### config.mk
export PLATFORM = sky130hd
export DESIGN_NAME = led_driver_control_registers
export DESIGN_NICKNAME = d
export VERILOG_FILES = /design/src/rtl/led_driver_control_registers.v /design/src/rtl/sync_two_stage.v
export VERILOG_INCLUDE_DIRS = /design/src /design/src/rtl
export SDC_FILE = /design/constraint.sdc
export NUM_CORES = 1
export LEC_CHECK = 0
export BUFFER_PORTS_ARGS = -buffer_cell sky130_fd_sc_hd__buf_2
export CORE_MARGIN = 3
export CORE_UTILIZATION = 49
export CTS_CLUSTER_DIAMETER = 100
export DETAILED_ROUTE_END_ITERATION = 7
export MAX_ROUTING_LAYER = met4
export PLACE_DENSITY = 0.67
export SLEW_MARGIN = 10
export SYNTH_ARGS = -nofsm -noshare
export SYNTH_HDL_FRONTEND = slang
export SYNTH_SLANG_ARGS = --single-unit
### constraint.sdc
create_clock -name clk -period 16.9 [get_ports clk]
set_input_delay 3.38 -clock clk [delete_from_list [all_inputs] [get_ports clk]]
set_output_delay 3.38 -clock clk [all_outputs]
set_load 0.05 [all_outputs]
### src/rtl/led_ctrl_defines.vh
// Constants for the LED driver control register block.
// Included by the register block; holds definitions only.
`ifndef LED_CTRL_DEFINES_VH
`define LED_CTRL_DEFINES_VH

// Register addresses (7-bit address field of a serial frame)
`define ADDR_FUNC_CTRL      7'h00
`define ADDR_GATE_SUPPLY    7'h01
`define ADDR_DIE_TEMP       7'h26

// Function control field positions
`define FC_READY_BIT        7
`define FC_CLR_BIT          6
`define FC_DIM3_BIT         3
`define FC_DIM2_BIT         2
`define FC_DIM1_BIT         1

// Reset values; no documented values, chosen safe
`define FC_RESET            8'h00
`define GS_RESET            8'hA6
`define FC_READY_RESET      1'b0

// Permitted gate supply code window and step
`define GS_CODE_MIN         8'h5D
`define GS_CODE_MAX         8'hA6
`define GS_STEP_MV          62

// Serial frame: write flag, 7-bit address, 8-bit data
`define FRAME_BITS          5'h10
`define FRAME_WR_BIT        15

// Timing
`define CLK_MHZ             50
`define T_MEAS_US           1000
`define T_RECHARGE_US       500
`define MEAS_CYCLES         (`T_MEAS_US * `CLK_MHZ)
`define RECHARGE_CYCLES     (`T_RECHARGE_US * `CLK_MHZ)

`endif

### src/rtl/led_driver_control_registers.v
// Control and status registers of a three-channel LED buck driver,
// reached over the serial port, plus channel gating and bootstrap upkeep.
// Assumes the serial host runs mode 0 frames far slower than clk and
// that analog status inputs are asynchronous levels.
//
// Operation
// (RULE1) Host sets link-ready, polls before configuring
// (RULE2) Bit 7 reports serial link operating
// (RULE3) Error-clear bit self-clears after errors cleared
// (RULE4) Request with no error waits next error
// (RULE5) Host writes zero to reserved bits
// (RULE6) Dim enable zero keeps channel off
// (RULE7) Gate code sets (255-code) times 62 mV
// (RULE8) Host avoids codes outside 0x5D..0xA6
// (RULE9) Host reads gate code back after write
// (RULE10) Die temperature read as signed degrees
// (RULE11) Out-of-range temperature resolved by overtemp flag
// (RULE12) Recharge bootstrap each period when idle
// (RULE13) Charge compensation needs driver, low pin, health
// (RULE14) Enabled high dim pin lets gate switch
// (RULE15) Gate code stored unclamped as written
`timescale 1ns/100ps
`include "led_ctrl_defines.vh"
module led_driver_control_registers #(
    parameter MEAS_CYCLES     = `MEAS_CYCLES,
    parameter RECHARGE_CYCLES = `RECHARGE_CYCLES
) (
    input  wire       clk,
    input  wire       rst,
    input  wire       spi_sclk,
    input  wire       spi_cs_n,
    input  wire       spi_mosi,
    output reg        spi_miso_q,
    output reg        spi_miso_oe_q,
    input  wire       device_enable,
    input  wire       error_present,
    input  wire       dim_pin_ch1,
    input  wire       dim_pin_ch2,
    input  wire       dim_pin_ch3,
    input  wire [2:0] current_reached_raw,
    input  wire [2:0] gate_switching,
    input  wire [2:0] bootstrap_uv,
    input  wire [2:0] headroom_low,
    input  wire [7:0] temp_code,
    output reg  [2:0] gate_drive_out_q,
    output reg  [2:0] bootstrap_recharge_q,
    output reg  [2:0] charge_comp_en_q,
    output reg  [7:0] gate_supply_code_q,
    output reg        gate_code_allowed_q,
    output reg        error_clear_q
);
    // Limits cut to the 17-bit counters; both default counts fit
    localparam [16:0] MEAS_LIM = MEAS_CYCLES[16:0];
    localparam [16:0] RC_LIM   = RECHARGE_CYCLES[16:0];

    // Synchronised copies of every asynchronous input except temp_code
    wire [19:0] async_in;
    wire [19:0] sync_out;
    wire        sclk_s;
    wire        cs_n_s;
    wire        mosi_s;
    wire        enable_s;
    wire        err_s;
    wire [2:0]  dim_s;
    wire [2:0]  cr_s;
    wire [2:0]  sw_s;
    wire [2:0]  bsuv_s;
    wire [2:0]  hr_s;

    // Select enters inverted so the zero reset of the flops reads as idle,
    // otherwise a false frame start would follow every reset
    assign async_in = {headroom_low, bootstrap_uv, gate_switching,
                       current_reached_raw, dim_pin_ch3, dim_pin_ch2,
                       dim_pin_ch1, error_present, device_enable,
                       spi_mosi, ~spi_cs_n, spi_sclk};

    sync_two_stage #(
        .W (20)
    ) u_sync (
        .clk  (clk),
        .rst  (rst),
        .din  (async_in),
        .dout (sync_out)
    );

    assign sclk_s   = sync_out[0];
    assign cs_n_s   = ~sync_out[1]; // Undo the input inversion
    assign mosi_s   = sync_out[2];
    assign enable_s = sync_out[3];
    assign err_s    = sync_out[4];
    assign dim_s    = sync_out[7:5];
    assign cr_s     = sync_out[10:8];
    assign sw_s     = sync_out[13:11];
    assign bsuv_s   = sync_out[16:14];
    assign hr_s     = sync_out[19:17];

    // Register state
    reg        ready_q;
    reg        clr_req_q;
    reg [2:0]  dim_en_q;
    reg [7:0]  temp_q;

    // Serial engine state
    reg        sclk_p_q;
    reg        cs_p_q;
    reg [15:0] shift_q;
    reg [4:0]  cnt_q;
    reg [7:0]  tx_q;

    // Bootstrap timing state
    reg [16:0] low_cnt_q [0:2];
    reg [16:0] period_q;

    wire [7:0] fc_rd;
    assign fc_rd = {ready_q, clr_req_q, 2'b00, dim_en_q, 1'b0};

    // Read mux; unmapped addresses read as zero
    // Address is the seven bits that follow the write flag
    function [7:0] read_reg;
        input [6:0] a;
        begin
            case (a)
                `ADDR_FUNC_CTRL:   read_reg = fc_rd;
                `ADDR_GATE_SUPPLY: read_reg = gate_supply_code_q;
                `ADDR_DIE_TEMP:    read_reg = temp_q;
                default:           read_reg = 8'h00;
            endcase
        end
    endfunction

    // Edge detection on synchronised serial lines
    wire sclk_rise;
    wire sclk_fall;
    wire cs_fall;
    wire cs_rise;
    assign sclk_rise = sclk_s & ~sclk_p_q;
    assign sclk_fall = ~sclk_s & sclk_p_q;
    assign cs_fall   = ~cs_n_s & cs_p_q;
    assign cs_rise   = cs_n_s & ~cs_p_q;

    // A frame commits only when exactly sixteen bits arrived
    wire       wr_stb;
    wire [6:0] wr_addr;
    wire [7:0] wr_data;
    wire       wr_fc;
    wire       wr_gs;
    assign wr_stb  = cs_rise & (cnt_q == `FRAME_BITS) & shift_q[`FRAME_WR_BIT];
    assign wr_addr = shift_q[14:8];
    assign wr_data = shift_q[7:0];
    assign wr_fc   = wr_stb & (wr_addr == `ADDR_FUNC_CTRL);
    assign wr_gs   = wr_stb & (wr_addr == `ADDR_GATE_SUPPLY);

    // Serial shifter: sample on rising, drive on falling
    always @(posedge clk or posedge rst) begin
        if (rst) begin
            sclk_p_q      <= 1'b0;
            cs_p_q        <= 1'b1;
            shift_q       <= 16'h0000;
            cnt_q         <= 5'h00;
            tx_q          <= 8'h00;
            spi_miso_q    <= 1'b0;
            spi_miso_oe_q <= 1'b0;
        end else begin
            sclk_p_q <= sclk_s;
            cs_p_q   <= cs_n_s;
            if (cs_n_s) begin
                cnt_q         <= 5'h00;
                spi_miso_oe_q <= 1'b0;
            end else if (cs_fall) begin
                // Status byte leads every answer
                cnt_q         <= 5'h00;
                spi_miso_oe_q <= 1'b1;
                spi_miso_q    <= fc_rd[7];
                tx_q          <= {fc_rd[6:0], 1'b0};
            end else begin
                if (sclk_rise) begin
                    shift_q <= {shift_q[14:0], mosi_s};
                    // Count saturates so long frames never wrap to sixteen
                    if (cnt_q != 5'h1F) begin
                        cnt_q <= cnt_q + 5'h01;
                    end
                    // Address complete: prepare read data byte
                    if (cnt_q == 5'h07) begin
                        tx_q <= read_reg({shift_q[5:0], mosi_s});
                    end
                end
                if (sclk_fall) begin
                    spi_miso_q <= tx_q[7];
                    tx_q       <= {tx_q[6:0], 1'b0};
                end
            end
        end
    end

    // Function control: ready flag and channel enables
    always @(posedge clk or posedge rst) begin
        if (rst) begin
            ready_q  <= `FC_READY_RESET;
            dim_en_q <= 3'b000;
        end else begin
            // Link not available while the device is disabled
            if (!enable_s) begin
                ready_q <= 1'b0;                                  // RULE1
            end else if (wr_fc) begin
                ready_q <= wr_data[`FC_READY_BIT];                // RULE2
            end
            // Reserved bits are dropped on write, read as zero
            if (wr_fc) begin
                dim_en_q <= {wr_data[`FC_DIM3_BIT], wr_data[`FC_DIM2_BIT],
                             wr_data[`FC_DIM1_BIT]};              // RULE5
            end
        end
    end

    // Error clear request: held until an error is seen and gone
    // Writing zero to the bit never cancels a pending request
    wire clr_set;
    wire clr_done;
    assign clr_set  = wr_fc & wr_data[`FC_CLR_BIT];
    assign clr_done = error_clear_q & ~err_s;
    always @(posedge clk or posedge rst) begin
        if (rst) begin
            clr_req_q     <= 1'b0;
            error_clear_q <= 1'b0;
        end else begin
            // A new write wins over the self-clear in the same cycle
            clr_req_q     <= clr_set | (clr_req_q & ~clr_done);   // RULE3
            error_clear_q <= clr_req_q & err_s;                   // RULE4
        end
    end

    // Gate supply code kept exactly as written
    // Out-of-window codes stay readable so the host can catch them
    always @(posedge clk or posedge rst) begin
        if (rst) begin
            gate_supply_code_q  <= `GS_RESET;
            gate_code_allowed_q <= 1'b1;
        end else begin
            if (wr_gs) begin
                gate_supply_code_q <= wr_data;                    // RULE15
            end
            // Flag only; the regulator gets (255-code) steps of GS_STEP_MV
            gate_code_allowed_q <= (gate_supply_code_q >= `GS_CODE_MIN) &&
                                   (gate_supply_code_q <= `GS_CODE_MAX); // RULE7
        end
    end

    // Temperature passes through raw so out-of-range codes stay visible
    // The host settles such codes with the overtemp flag elsewhere
    always @(posedge clk or posedge rst) begin
        if (rst) begin
            temp_q <= 8'h00;
        end else begin
            temp_q <= temp_code;                                  // RULE10 RULE11
        end
    end

    // Recharge period tick shared by the three channels
    // Free running from reset, so the first pulse may come early
    wire period_tick;
    assign period_tick = (period_q == RC_LIM - 17'h00001);
    always @(posedge clk or posedge rst) begin
        if (rst) begin
            period_q <= 17'h00000;
        end else if (period_tick) begin
            period_q <= 17'h00000;
        end else begin
            period_q <= period_q + 17'h00001;
        end
    end

    // Gate driver is usable only while enabled and free of errors
    // A fail-silent error drops gates and compensation together
    wire drv_en;
    assign drv_en = enable_s & ~err_s;

    // Per-channel low-time counters, switching and bootstrap outputs
    integer i;
    always @(posedge clk or posedge rst) begin
        if (rst) begin
            for (i = 0; i < 3; i = i + 1) begin
                low_cnt_q[i] <= 17'h00000;
            end
            gate_drive_out_q     <= 3'b000;
            bootstrap_recharge_q <= 3'b000;
            charge_comp_en_q     <= 3'b000;
        end else begin
            for (i = 0; i < 3; i = i + 1) begin
                // Saturating count of continuous low time on the pin
                if (dim_s[i]) begin
                    low_cnt_q[i] <= 17'h00000;
                end else if (low_cnt_q[i] < MEAS_LIM) begin
                    low_cnt_q[i] <= low_cnt_q[i] + 17'h00001;
                end
                gate_drive_out_q[i] <= drv_en & dim_en_q[i] & dim_s[i]; // RULE6 RULE14
                bootstrap_recharge_q[i] <= period_tick & ~sw_s[i] &
                    ((low_cnt_q[i] >= MEAS_LIM) |
                     (dim_s[i] & ~cr_s[i]));                      // RULE12
                charge_comp_en_q[i] <= drv_en & ~dim_s[i] &
                    ~bsuv_s[i] & ~hr_s[i];                        // RULE13
            end
        end
    end
endmodule // led_driver_control_registers

### src/rtl/sync_two_stage.v
// Two flip-flop synchroniser for a bundle of asynchronous levels.
// Assumes each bit is an independent level; no bus coherence is kept.
`timescale 1ns/100ps
module sync_two_stage #(
    parameter W = 1
) (
    clk,
    rst,
    din,
    dout
);
    input  wire         clk;
    input  wire         rst;
    input  wire [W-1:0] din;
    output reg  [W-1:0] dout;

    reg [W-1:0] meta_q;

    // First stage feeds only the second stage
    always @(posedge clk or posedge rst) begin
        if (rst) begin
            meta_q <= {W{1'b0}};
            dout   <= {W{1'b0}};
        end else begin
            meta_q <= din;
            dout   <= meta_q;
        end
    end
endmodule // sync_two_stage

==> results.toml, run 1 <==
[layout]
areaGrowthSynthToFinish_pct = 14.1
instances_no_fill = 891
fin_area_um2 = 8350
num_antenna_cells = 0
final_nets = 736
drive_gt1_share_pct = 18.8
fin_util_pct = 57.3

[routing]
vias = 4946
ant_nets = 0
viasPerCell = 5.55
drc = 0
routedWlPerCell_um = 15.8
wirelength_um = 14100
first_pass_iters = 5
drt_iter0_drc = 416

[floorplanning]
die_w_um = 128
start_util_pct = 50.2
fp-row-count = 44
core_um2 = 14600
top_level_ports = 51
die_y_um = 128
fp.dieArea_um2 = 16400

[pwr]
power_frac_comb_pct = 4.9
p_int_uw = 682
seq_power_share_pct = 50.7
net-switching-power_uw = 191
max-vdd-ir-drop_mv = 0.0690
p_sw_share_pct = 21.8
p_leak_nw = 3.65
p_clk_share_pct = 44.4
p_per_area_nw_per_um2 = 104

[sta]
slew_headroom_pct = 37.0
slew_viol_final = 0
finalHoldViolCount = 0
min_period_ns = 4.64
fin_crit_sh_pct = 27.5
worst_pin_slew_ns = 0.939
rsz0062_at_grt = "false"
max_freq_ghz = 0.215
setup_tns_ns = 0
worst_slack_ns = 12.26
clock_skew_ns = 0.00560
finalSetupViolations = 0

[synthesis]
synthTopCellsByCount = "dfrtp_1, nor2_1, a21oi_1"
synth_cell_types = 55
ys_seq_elements = 173
synth.area.top_cells = "dfrtp_1, mux2_2, xnor2_1, nor2_1, a21oi_1"
seq_area_frac_synth_pct = 59.2
synth_edf_count = 0
syn_area_um2 = 7320
synth_ff_type = "dfrtp_1"
synth_largest_area_cell = "dfrtp_1"
syn_avg_cell_area_um2 = 11.5
synth_top_cell_area_share_pct = 57.1
async_flop_share_pct = 100
yosysMostFrequentCell = "dfrtp_1"
syn_nets = 680
synth_cells = 638
synth_warnings = 0

[placed_design]
pre_cts_slack_ns = 11.72
placed_area_um2 = 7770
gp_congestion = 0.804
io_buffers = 50
post-dp-hpwl_um = 9600
dp_cells = 859

[cts]
post_cts_buffers = 0
clk_pin_slew_ns = 0.06
clk_latency_ns = 0.42
clock-sinks = 173
cts_max_level = 4
root_buffer = "clkbuf_16"
cts_tree = "yes"
cts_resized = 0
cts_buffers = 17
ctsHoldBuffers = 0
clock_path_buffers = 2

[grt]
grt_max_degree = 101
grt-ovfl-total = 0
grt_use_total_pct = 18.9
grt_pass1_wl_um = 24100
grt_pass1_vias = 5014
antenna_found_initial = 0

[status]
status = "complete, no violations"

[worst_setup_path]
worstSetupStartpointType = "flip-flop"
slowest_stage = "dfstp_2"
worstPathRequired_ns = 13.52
path_class = "flip-flop to output pin"
crit_buf_inv = 1
crit_fanout = 5
crit_path_end_kind = "output pin"
arrival_ns = 1.26
slowest_delay_ns = 0.57
cp_cell_sequence = "buf_2"
cp_top_family = "flip-flops"

[worst_hold_path]
min_path_type = "flip-flop to flip-flop"

[run]
max_cap_violations = 0
[flip-flops by register name, summed over array words and instances (netlist names), 5 cells and up]
name	flops
cnt_q	5
gate_supply_code_q	8
low_cnt_q	51
period_q	17
shift_q	16
temp_q	8
tx_q	8
u_sync.dout	20
u_sync.meta_q	20
[placed cells by master (no fill, tap or decap), drive strengths merged, types with 10 or more instances in the layout]
cell | synthesis | final
xnor2 | 33 | 33
buf | 1 | 53
mux2 | 27 | 27
nand2 | 33 | 33
nor3 | 18 | 18
ha | 12 | 12
nor2 | 54 | 54
nor4 | 14 | 14
nand4 | 10 | 10
o21ai | 26 | 26
dfrtp | 167 | 167
nor2b | 12 | 12
inv | 26 | 26
nand3 | 26 | 26
xor2 | 11 | 11
or3 | 16 | 16
and3 | 10 | 10
a21oi | 35 | 35
clkbuf | 15 | 23
[area by class of cell]
class / count / area (um^2)
repair buffers: 53 / 273
inverters: 26 / 103
flip-flops and latches: 173 / 4340
clock inverters: 9 / 120
multi-input cells: 423 / 2820
fillers: 1184 / 6230
clock buffers: 23 / 468
well taps: 184 / 230
[stage by stage]
stage	hold slack [ns]	power (mW)
6_report	0.347	0.873
5_1_grt	0.355	0.906
4_1_cts	0.348	0.882
3_5_place_dp	0.335	0.493
3_3_place_gp	0.333	0.490
2_1_floorplan	0.331	0.477
[layer usage]
metal	routed length (um)	track usage (%)	vias to the layer above
met5	0	-	-
met4	233	6.74	0
met3	491	3.71	22
met2	6850	29.3	86
met1	6500	24.9	2465
li1	-	-	2373
[cell families (layout without fill, tap and decap cells)]
group	after synthesis	count (layout)	synth area share [%]
AND/OR/NAND/NOR	234	234	17.7
multiplexers	31	31	4.70
buffers and inverters	42	111	2.17
XOR/XNOR	44	44	5.26
flip-flops	173	173	59.2
adder cells (fa/ha/maj)	12	12	2.05
AO/OA/AOI/OAI	102	102	8.87
[power groups by stage]
stage,registers (mW),logic [mW],clock network [mW]
6_report,0.443,0.0424,0.388
5_1_grt,0.444,0.0486,0.413
4_1_cts,0.443,0.0430,0.396
3_5_place_dp,0.450,0.0426,0
3_3_place_gp,0.449,0.0409,0
2_1_floorplan,0.446,0.0303,0
[final timing paths]
check                                     endpoint                   from  slack (ns)  cells after the start
setup / recovery             gate_supply_code_q[2]  gate_supply_code_q[2]       12.26                      1
hold reg to reg                    u_sync.dout[16]      u_sync.meta_q[16]        0.35                      0
hold / removal                     u_sync.dout[16]      u_sync.meta_q[16]        0.35                      0
setup reg to reg           bootstrap_recharge_q[2]            period_q[3]       14.56                      4
max in group asynchronous            low_cnt_q[46]                    rst       12.27                      3
min in group asynchronous         u_sync.meta_q[6]                    rst        3.15                      2
No activity file was read; power rests on OpenSTA's default activity.
==> inputs of run 2 (changes only) <==
--- a/config.mk
+++ b/config.mk
@@ -6,13 +6,14 @@
 export SDC_FILE = /design/constraint.sdc
 export NUM_CORES = 1
 export LEC_CHECK = 0
+export ABC_AREA = 1
 export BUFFER_PORTS_ARGS = -buffer_cell sky130_fd_sc_hd__buf_2
 export CORE_MARGIN = 3
 export CORE_UTILIZATION = 49
 export CTS_CLUSTER_DIAMETER = 100
 export DETAILED_ROUTE_END_ITERATION = 7
 export MAX_ROUTING_LAYER = met4
-export PLACE_DENSITY = 0.67
+export PLACE_DENSITY = 0.66
 export SLEW_MARGIN = 10
 export SYNTH_ARGS = -nofsm -noshare
 export SYNTH_HDL_FRONTEND = slang
==> constraint.sdc (replaced) <==
create_clock -name clk -period 4.8 [get_ports clk]
set_input_delay 0.96 -clock clk [delete_from_list [all_inputs] [get_ports clk]]
set_output_delay 0.96 -clock clk [all_outputs]
set_load 0.05 [all_outputs]
==> run 2 against run 1 <==
Against the previous run:
- count of clock-buffer cells in the layout fell by 3
- synthesized cell count increased by 60%
- area after synthesis increased by 14%
- largest cell class unchanged
- critical endpoint is now gate_supply_code_q[5]
- worst setup slack worse by 9.7 ns
==> results.toml, run 2 <==
[status]
status = "complete, no violations"

[sta]
finalSetupViolations = 0
fin_crit_sh_pct = 46.4
setup_tns_ns = 0
max_freq_ghz = 0.449
rsz0062_at_grt = "false"
min_period_ns = 2.23
clock_skew_ns = 0.00760
finalHoldViolCount = 0
worst_pin_slew_ns = 0.931
slew_headroom_pct = 37.8
slew_viol_final = 0

[worst_setup_path]
cp_top_family = "flip-flops"
crit_path_end_kind = "output pin"
slowest_delay_ns = 0.57
arrival_ns = 1.27
cp_cell_sequence = "buf_2"
crit_buf_inv = 1
path_class = "flip-flop to output pin"
worstPathRequired_ns = 3.84
cp-startpoint = "gate_supply_code_q[5]"
slowest_stage = "dfstp_2"
r2r_setup_slack_ns = 2.95
crit_fanout = 5
worstSetupStartpointType = "flip-flop"
timing.rr.start = "cnt_q[0]"

[pwr]
max-vdd-ir-drop_mv = 0.258
p_leak_nw = 4.58
p_per_area_nw_per_um2 = 335

[floorplanning]
die_w_um = 136
fp.dieArea_um2 = 18600
die_y_um = 136
core_um2 = 16600
start_util_pct = 50.1
fp-row-count = 47
top_level_ports = 51

[layout]
top_regs = "low_cnt_q x51, u_sync.dout x20, u_sync.meta_q x20"
layout_commonest_cell = "nand2_1"
fin_util_pct = 56.1
fill_cells = 1551
final_nets = 1110
largest_reg_flops = 51
layout_common_cells = "nand2_1, dfrtp_1, nor2_1, inv_1, nand3_1"
areaGrowthSynthToFinish_pct = 12.0
top_register = "low_cnt_q"
drive_gt1_share_pct = 11.3
num_antenna_cells = 0

[grt]
antenna_found_initial = 0
grt_use_total_pct = 20.3
grt_pass1_wl_um = 29200
grt-ovfl-total = 0
grt_max_degree = 174
grt_pass1_vias = 6104

[cts]
clock_path_buffers = 2
cts_buffers = 17
root_buffer = "clkbuf_16"
ctsHoldBuffers = 0
cts_resized = 0
cts_tree = "yes"
clk_pin_slew_ns = 0.07
clock-sinks = 173
clk_latency_ns = 0.43
post_cts_buffers = 0
cts_max_level = 4

[placed_design]
post-dp-hpwl_um = 11900
gp_congestion = 0.907
io_buffers = 50

[synthesis]
synth_largest_area_cell = "dfrtp_1"
synth_ff_type = "dfrtp_1"
synth_warnings = 0
yosysMostFrequentCell = "nand2_1"
synth.area.top_cells = "dfrtp_1, nand2_1, nor2_1, inv_1, nand3_1"
synth_top_cell_area_share_pct = 50.1
synth_cell_types = 39
syn_area_um2 = 8340
syn_avg_cell_area_um2 = 8.18
seq_area_frac_synth_pct = 52.0
ys_seq_elements = 173
async_flop_share_pct = 100
synth_cells = 1019
synthTopCellsByCount = "nand2_1, dfrtp_1, nor2_1"
syn_nets = 1061
synth_edf_count = 0

[routing]
wirelength_um = 17100
viasPerCell = 5.02
first_pass_iters = 5
ant_nets = 0
routedWlPerCell_um = 13.2
drt_iter0_drc = 443
drc = 0
vias = 6521

[worst_hold_path]
min_path_type = "flip-flop to flip-flop"
hold_start = "u_sync.meta_q[5]"

[run]
max_cap_violations = 0
==> run 2: final cells by class <==
class / instances / area (um^2) / share of cell area, %
Clock buffer: 20 / 457 / 4.89
Inverter: 118 / 449 / 4.81
Timing Repair Buffer: 51 / 270 / 2.89
Clock inverter: 11 / 133 / 1.42
Sequential cell: 173 / 4340 / 46.4
Multi-Input combinational cell: 707 / 3420 / 36.6
Tap cell: 220 / 275 / 2.95
==> run 2: path summary, 6_finish.rpt <==
kind                                         end  depth (start not counted)
setup reg to reg                        cnt_q[3]                          9
min in group asynchronous              temp_q[4]                          3
hold / removal                    u_sync.dout[5]                          0
setup / recovery           gate_supply_code_q[5]                          1
max in group asynchronous          low_cnt_q[25]                          3
hold reg to reg                   u_sync.dout[5]                          0
==> run 2: cell families after synthesis <==
| kind of cell | Yosys count | synth area share (%) |
|---|---|---|
| buffers and inverters | 139 | 6.98 |
| XOR/XNOR | 31 | 3.26 |
| AND/OR/NAND/NOR | 580 | 29.9 |
| AO/OA/AOI/OAI | 83 | 5.87 |
| flip-flops | 173 | 52.0 |
| multiplexers | 1 | 0.135 |
| adder cells (fa/ha/maj) | 12 | 1.80 |
==> run 2: power by group <==
part           switching, mW  internal, mW  leakage, nW
combinational          0.147        0.0596         2.04
clock                  0.573         0.798        0.289
sequential            0.0402          1.51         2.24
==> run 2: per-stage QoR <==
| step | hold WS [ns] | std cells | setup WS, ns | cell area [um^2] | power (mW) |
|---|---|---|---|---|---|
| after floorplan | 0.331 | 1019 | 1.63 | 8340 | 1.72 |
| after CTS | 0.350 | 1300 | 2.55 | 9340 | 3.17 |
| after global routing | 0.356 | 1300 | 2.52 | 9340 | 3.27 |
| after detailed placement | 0.335 | 1269 | 2.88 | 8750 | 1.79 |
| final | 0.348 | 1300 | 2.57 | 9340 | 3.13 |
| after global placement | 0.333 | 1269 | 2.89 | 8750 | 1.78 |
==> run 2: per-layer routing <==
metal	up-vias	track usage, %	part of all wire, %
met5	-	-	0
met4	0	7.33	1.6
met3	16	3.85	3.2
met2	113	30.4	47
met1	3048	27.7	49
li1	3344	-	-
